--- config.mk ---
export PLATFORM = sky130hd
export DESIGN_NAME = hbs_brake_sequencer
export DESIGN_NICKNAME = d
export VERILOG_FILES = /design/src/include/hbs_pkg.sv /design/src/design/hbs_brake_sequencer.sv /design/src/design/hbs_ms_timer.sv
export SDC_FILE = /design/constraint.sdc
export NUM_CORES = 1
export LEC_CHECK = 0
export BUFFER_PORTS_ARGS = -buffer_cell sky130_fd_sc_hd__buf_2
export CORE_ASPECT_RATIO = 1.4
export CORE_MARGIN = 4
export CORE_UTILIZATION = 50
export CTS_CLUSTER_DIAMETER = 60
export DETAILED_ROUTE_END_ITERATION = 12
export PLACE_DENSITY = 0.8
export SLEW_MARGIN = 10
export SYNTH_ARGS = -nofsm -noshare
export SYNTH_HDL_FRONTEND = slang
export SYNTH_SLANG_ARGS = --single-unit
--- constraint.sdc ---
create_clock -name mclk -period 3.6 [get_ports mclk]
set_input_delay 0.9 -clock mclk [delete_from_list [all_inputs] [get_ports mclk]]
set_output_delay 0.9 -clock mclk [all_outputs]
set_load 0.02 [all_outputs]
--- src/include/hbs_pkg.sv ---
package hbs_pkg;

    // ------------------------------------------------------------
    // Parameter indices
    // ------------------------------------------------------------
    localparam logic [15:0] HBS_IDX_ENGAGE_DELAY  = 16'h2437;
    localparam logic [15:0] HBS_IDX_RELEASE_DELAY = 16'h2438;
    localparam logic [15:0] HBS_IDX_SPEED_THRESH  = 16'h2439;

    // ------------------------------------------------------------
    // Reset values and legal ranges
    // ------------------------------------------------------------
    localparam logic [15:0] HBS_ENGAGE_DELAY_RST  = 16'h0064;
    localparam logic [15:0] HBS_RELEASE_DELAY_RST = 16'h0000;
    localparam logic [15:0] HBS_SPEED_THRESH_RST  = 16'h001e;
    localparam logic [15:0] HBS_DELAY_MAX_MS      = 16'h0bb8;
    localparam logic [15:0] HBS_SPEED_MIN_RPM     = 16'h001e;
    localparam logic [15:0] HBS_SPEED_MAX_RPM     = 16'h0bb8;

    // ------------------------------------------------------------
    // Timing
    // ------------------------------------------------------------
    localparam int          HBS_CLK_PERIOD_NS     = 20;
    localparam int          HBS_MS_NS             = 1000000;
    localparam int          HBS_MS_CYCLES         = HBS_MS_NS / HBS_CLK_PERIOD_NS;
    // Brake must switch within 500 ms of enable; margin kept for the pin synchroniser
    localparam logic [15:0] HBS_RELEASE_MAX_MS    = 16'h01f2;

    // ------------------------------------------------------------
    // Sequencer states
    // ------------------------------------------------------------
    typedef enum logic [2:0] {
        HBS_IDLE,
        HBS_RELEASE,
        HBS_RUN,
        HBS_DECEL,
        HBS_ENGAGE
    } hbs_state_t;

endpackage

--- src/design/hbs_brake_sequencer.sv ---
// Summary of operation
// - After brake engage, wait engage delay (0..3000 ms, default 100) before motor power drops.
// - After motor power on, wait release delay (0..3000 ms, default 0) before motion.
// - During release delay, hold position and mask incoming motion commands.
// - On servo-off, decelerate; engage brake on decel time limit or low speed, first wins.
// - Brake speed threshold programmable 30..3000 RPM, default 30.
// - Brake output changes within 500 ms after servo enable.
// - Brake release output ON only when function selected and timing satisfied.
`timescale 1ns/1ps
module hbs_brake_sequencer
    import hbs_pkg::*;
#(
    parameter int MS_CYCLES = HBS_MS_CYCLES
) (
    input  wire logic        mclk,
    input  wire logic        reset_n,
    input  wire logic        servoEnableCmd,
    input  wire logic [15:0] motorSpeed,
    input  wire logic [15:0] decelTimeLimit,
    input  wire logic        brakeFuncEnable,
    input  wire logic        parWrEn,
    input  wire logic        parRdEn,
    input  wire logic [15:0] parIndex,
    input  wire logic [15:0] parWrData,
    output logic [15:0]      parRdData,
    output logic             motorPowerOn,
    output logic             cmdMask,
    output logic             brakeReleaseSignal,
    output logic [2:0]       seqState
);

    logic [15:0] engageDelay_reg;
    logic [15:0] releaseDelay_reg;
    logic [15:0] speedThresh_reg;
    logic [15:0] parRdData_reg;
    logic        servoSync1_reg;
    logic        servoSync2_reg;
    hbs_state_t  state_reg;
    hbs_state_t  state_next;
    logic        relHeld_reg;
    logic        relHeld_next;
    logic        powerOn_reg;
    logic        cmdMask_reg;
    logic        brakeOut_reg;
    logic        timerClear;
    logic [15:0] elapsedMs;
    logic [15:0] relOutMs;
    logic [15:0] delayClip;
    logic [15:0] speedClip;

    // ------------------------------------------------------------
    // Parameter registers
    // ------------------------------------------------------------
    // Writes are clipped into the legal range instead of refused
    assign delayClip = (parWrData > HBS_DELAY_MAX_MS) ? HBS_DELAY_MAX_MS : parWrData;
    assign speedClip = (parWrData < HBS_SPEED_MIN_RPM) ? HBS_SPEED_MIN_RPM :
                       (parWrData > HBS_SPEED_MAX_RPM) ? HBS_SPEED_MAX_RPM : parWrData;

    // Values are compared live, so a write acts at once, even on a sequence in progress
    always_ff @(posedge mclk or negedge reset_n) begin
        if (!reset_n) begin
            engageDelay_reg  <= HBS_ENGAGE_DELAY_RST;
            releaseDelay_reg <= HBS_RELEASE_DELAY_RST;
            speedThresh_reg  <= HBS_SPEED_THRESH_RST;
        end else if (parWrEn) begin
            unique case (parIndex)
                HBS_IDX_ENGAGE_DELAY:  engageDelay_reg  <= delayClip;
                HBS_IDX_RELEASE_DELAY: releaseDelay_reg <= delayClip;
                HBS_IDX_SPEED_THRESH:  speedThresh_reg  <= speedClip;
                default: ;
            endcase
        end
    end

    // Read data, unmapped indices read as zero
    always_ff @(posedge mclk or negedge reset_n) begin
        if (!reset_n) begin
            parRdData_reg <= 16'h0;
        end else if (parRdEn) begin
            unique case (parIndex)
                HBS_IDX_ENGAGE_DELAY:  parRdData_reg <= engageDelay_reg;
                HBS_IDX_RELEASE_DELAY: parRdData_reg <= releaseDelay_reg;
                HBS_IDX_SPEED_THRESH:  parRdData_reg <= speedThresh_reg;
                default:               parRdData_reg <= 16'h0;
            endcase
        end
    end

    // ------------------------------------------------------------
    // Servo enable pin synchroniser
    // ------------------------------------------------------------
    always_ff @(posedge mclk or negedge reset_n) begin
        if (!reset_n) begin
            servoSync1_reg <= 1'b0;
            servoSync2_reg <= 1'b0;
        end else begin
            servoSync1_reg <= servoEnableCmd;
            servoSync2_reg <= servoSync1_reg;
        end
    end

    // ------------------------------------------------------------
    // Time in current state
    // ------------------------------------------------------------
    assign timerClear = (state_next != state_reg);

    hbs_ms_timer #(
        .MS_CYCLES (MS_CYCLES)
    ) u_timer (
        .mclk      (mclk),
        .reset_n   (reset_n),
        .clear     (timerClear),
        .elapsedMs (elapsedMs)
    );

    // Brake release point inside the release phase is capped for the 500 ms bound
    assign relOutMs = (releaseDelay_reg > HBS_RELEASE_MAX_MS) ? HBS_RELEASE_MAX_MS : releaseDelay_reg;

    // ------------------------------------------------------------
    // Sequencer next state
    // ------------------------------------------------------------
    // A re-enable during shutdown finishes the stop first; idle then restarts
    always_comb begin
        state_next = state_reg;
        unique case (state_reg)
            HBS_IDLE: begin
                if (servoSync2_reg) begin
                    state_next = HBS_RELEASE;
                end
            end
            HBS_RELEASE: begin
                if (!servoSync2_reg) begin
                    state_next = HBS_DECEL;
                end else if (elapsedMs >= releaseDelay_reg) begin
                    state_next = HBS_RUN;
                end
            end
            HBS_RUN: begin
                if (!servoSync2_reg) begin
                    state_next = HBS_DECEL;
                end
            end
            HBS_DECEL: begin
                if (elapsedMs >= decelTimeLimit || motorSpeed < speedThresh_reg) begin
                    state_next = HBS_ENGAGE;
                end
            end
            HBS_ENGAGE: begin
                if (elapsedMs >= engageDelay_reg) begin
                    state_next = HBS_IDLE;
                end
            end
        endcase
    end

    // Brake release held from its release point until the engage phase
    always_comb begin
        relHeld_next = relHeld_reg;
        if (state_next == HBS_IDLE || state_next == HBS_ENGAGE) begin
            relHeld_next = 1'b0;
        end else if (state_next == HBS_RUN) begin
            relHeld_next = 1'b1;
        end else if (state_reg == HBS_RELEASE && elapsedMs >= relOutMs) begin
            relHeld_next = 1'b1;
        end
    end

    // ------------------------------------------------------------
    // State and output registers
    // ------------------------------------------------------------
    always_ff @(posedge mclk or negedge reset_n) begin
        if (!reset_n) begin
            state_reg   <= HBS_IDLE;
            relHeld_reg <= 1'b0;
        end else begin
            state_reg   <= state_next;
            relHeld_reg <= relHeld_next;
        end
    end

    // Outputs follow the next state so they line up with state_reg
    always_ff @(posedge mclk or negedge reset_n) begin
        if (!reset_n) begin
            powerOn_reg  <= 1'b0;
            cmdMask_reg  <= 1'b1;
            brakeOut_reg <= 1'b0;
        end else begin
            powerOn_reg  <= (state_next != HBS_IDLE);
            cmdMask_reg  <= (state_next != HBS_RUN);
            brakeOut_reg <= relHeld_next & brakeFuncEnable;
        end
    end

    assign parRdData          = parRdData_reg;
    assign motorPowerOn       = powerOn_reg;
    assign cmdMask            = cmdMask_reg;
    assign brakeReleaseSignal = brakeOut_reg;
    assign seqState           = state_reg;
endmodule // hbs_brake_sequencer

--- src/design/hbs_ms_timer.sv ---
`timescale 1ns/1ps
module hbs_ms_timer
    import hbs_pkg::*;
#(
    parameter int MS_CYCLES = HBS_MS_CYCLES
) (
    input  wire logic        mclk,
    input  wire logic        reset_n,
    input  wire logic        clear,
    output logic [15:0]      elapsedMs
);

    logic [31:0] cycleCnt_reg;
    logic [15:0] msCnt_reg;

    // ------------------------------------------------------------
    // Millisecond counter, restarted by clear
    // ------------------------------------------------------------
    // Saturates so a long stay in one state cannot wrap back to zero
    always_ff @(posedge mclk or negedge reset_n) begin
        if (!reset_n) begin
            cycleCnt_reg <= 32'h0;
            msCnt_reg    <= 16'h0;
        end else if (clear) begin
            cycleCnt_reg <= 32'h0;
            msCnt_reg    <= 16'h0;
        end else if (cycleCnt_reg == 32'(MS_CYCLES - 1)) begin
            cycleCnt_reg <= 32'h0;
            if (msCnt_reg != 16'hffff) begin
                msCnt_reg <= msCnt_reg + 16'h1;
            end
        end else begin
            cycleCnt_reg <= cycleCnt_reg + 32'h1;
        end
    end

    assign elapsedMs = msCnt_reg;

endmodule // hbs_ms_timer

==> results_dict.tcl <==
set metrics [dict create \
    irDropWorstVdd_mv 0.3129 \
    firstDrtPassIters 4 \
    min_path_cells 0 \
    antenna_found_initial 0 \
    crit_chain "a211oi_1 -> or4_1 -> nand3_1 -> buf_4 -> nor2_1 -> ha_1 -> o21ai_0 -> a2111oi_0 -> a21oi_1 -> o21ai_0 -> a21oi_1 -> a2111oi_2" \
    max_freq_mhz 312.7 \
    worst_slew_pin_slew_ns 0.7117 \
    cpPeakStageDelay_ns 0.62 \
    netlist_area_sq_um 7589 \
    grt_pass1_wl_microns 31750 \
    htreeDepth 4 \
    netlist.area_leader.share_pct 37.26 \
    fin_skew_ns 0.009070 \
    total_leakage_power_nw 4.376 \
    syn_avg_cell_area_sq_um 8.886 \
    routed_wl_microns 18800 \
    diodes 0 \
    clock_latency_ns 0.43 \
    dr.first_iter.drc_count 429 \
    ant_nets 0 \
    dieArea_sq_um 17240 \
    p_sw_mw 1.179 \
    drc 0 \
    min_period_ns 3.198 \
    num_rows 53 \
    synth_cell_types 62 \
    arrival_ns 3.51 \
    cts_tree "yes" \
    cts-resized-gates 0 \
    critPathLaunchType "flop" \
    io_buffers 91 \
    cap_viol_max_count 0 \
    drt-wirelength-per-cell_microns 16.21 \
    synthTopCellsByArea "dfrtp_1 (37%), ha_1 (13%), nor2_1 (6.2%)" \
    largest_reg_flops 32 \
    hold_path.class "flop to flop" \
    yosysSeqAreaShare_pct 40.03 \
    design_area_sq_um 8969 \
    post-route-period-util_pct 88.84 \
    final_hold_viol_count 0 \
    yosys_most_used_dff "dfrtp_1" \
    final_cell_mix "nor2_1 (125), dfrtp_1 (113), buf_2 (90)" \
    grt_pass1_vias 6753 \
    die_h_microns 153.8 \
    gp_congestion 0.8885 \
    final_max_slew_viol_count 0 \
    num_vias 6612 \
    stdcell_count 1160 \
    io_pins 92 \
    worstPathRequired_ns 3.92 \
    overflow 0 \
    place_area_sq_um 8299 \
    relSlewSlack_pct 52.11 \
    via_per_inst 5.700 \
    multi_input_area_sq_um 4174 \
    critPathMaxFanout 6 \
    setup_tns_ns 0 \
    cts_hold_buf 0 \
    cts_setup_buffers 0 \
    power.total_mw 4.127 \
    intPower_mw 2.947 \
    die_w_microns 112.1 \
    clock-sinks 121 \
    cp-end-kind "flop" \
    combinationalPowerShare_pct 17.4 \
    area_growth_pct 18.19 \
    cts_root_buf "clkbuf_16" \
    synth_warnings 0 \
    dpl.hpwl_microns 13730 \
    core_sq_um 14990 \
    gr-usage-all-layers_pct 22.67 \
    worst-setup-path-type "flop to flop" \
    power_density_nw_per_um2 460.1 \
    dp.cells 1128 \
    crit_path_top_delay_cell "a2111oi_0" \
    async_flop_share_pct 100.0 \
    synth_enable_flop_cells 0 \
    p_clk_share_pct 46.6 \
    clkSlewWorstSetupHoldPaths_ns 0.06 \
    rsz0062_at_grt "false" \
    clock_path_buffers 2 \
    seq_power_share_pct 36.0 \
    final_common_cell "nor2_1" \
    worstRegToRegCells 12 \
    drive_gt1_share_pct 15.91 \
    nFillCells 1311 \
    setup_viol 0 \
    swShare_pct 28.58 \
    nets 1106 \
    cts_made_buffers 17 \
    synth_area_leader_cell "dfrtp_1" \
    outcome "completed" \
    regArea_sq_um 3038 \
    grt_max_degree 122 \
    syn_inst 854 \
    hold_slack_ns 0.3479 \
    synth_seq_cells 121 \
    start_util_pct 50.63 \
]
final timing paths:
path                                      from            endpoint  slack [ns]
hold / removal                  servoSync1_reg      servoSync2_reg        0.35
hold reg to reg                 servoSync1_reg      servoSync2_reg        0.35
max in group asynchronous              reset_n         seqState[2]        2.57
setup / recovery           releaseDelay_reg[0]  brakeReleaseSignal        0.40
min in group asynchronous              reset_n        parRdData[0]        0.55
setup reg to reg           releaseDelay_reg[0]  brakeReleaseSignal        0.40
per-layer routing:
layer	track usage, %	vias up	routed length, microns
met4	13.17	0	843
li1	-	3183	-
met5	0	-	0
met2	40.72	173	9820
met3	4.882	56	862
met1	24.20	3200	7274
power by group through the flow:
stage	combinational, mW	sequential (mW)	clock [mW]
after floorplan	0.454	1.54	0
after global placement	0.703	1.50	0
after detailed placement	0.713	1.51	0
after CTS	0.721	1.48	1.94
after global routing	0.794	1.49	2.01
final	0.718	1.49	1.92
area by class of cell:
type,count,share of cell area [%]
flip-flops and latches,121,33.87
inverters,75,3.139
multi-input cells,638,46.54
clock inverters,13,2.414
clock buffers,19,5.050
repair buffers,102,6.306
well taps,192,2.679
synthesized netlist by cell type, types with 2 or more instances:
master / instances
nand3_1: 22
a21o_1: 8
o21ai_0: 38
a211oi_1: 8
and3_1: 11
a21oi_1: 71
or4_1: 2
xnor2_1: 23
nand2b_1: 6
a221oi_1: 2
nor2_1: 125
nand4b_1: 2
and4_1: 12
buf_2: 7
and2_1: 5
ha_1: 81
dfstp_2: 8
nor4_1: 15
dfrtp_1: 113
nor3_1: 4
nor4b_1: 4
o21a_1: 6
clkbuf_1: 15
o22ai_1: 5
or3_1: 3
nand4_1: 20
or2_2: 2
a22oi_1: 4
nand2_1: 78
nor2b_1: 4
mux2i_1: 17
inv_1: 75
buf_4: 3
xor2_1: 22
a2111oi_0: 3
o2111ai_1: 3
a311oi_2: 2
worst max-delay path: cells and delay by family, from the launching register on:
| family | cells | cell delay (ns) |
|---|---|---|
| compound gates | 7 | 1.63 |
| buf+inv | 1 | 0.16 |
| simple gates | 3 | 0.56 |
| flops | 1 | 0.46 |
| fa+ha+maj | 1 | 0.28 |
logic make-up after synthesis:
logic type | Yosys count | synth area share [%]
xor gates and xnor gates | 45 | 5.194
adders and majority gates | 81 | 13.36
other | 1 | 0.04942
muxes | 17 | 2.242
buffers and inverters | 101 | 5.260
and+or+nand+nor | 324 | 20.56
AOI/OAI and AO/OA | 164 | 13.31
DFF | 121 | 40.03
per-stage QoR:
step / setup WS, ns / util, %
after floorplan: 0.6615 / -
after global placement: 0.4187 / 55.38
after detailed placement: 0.3938 / 55.38
after CTS: 0.4321 / 59.84
after global routing: 0.2791 / 59.84
final: 0.4019 / 59.84
No activity file was read; power rests on OpenSTA's default activity.
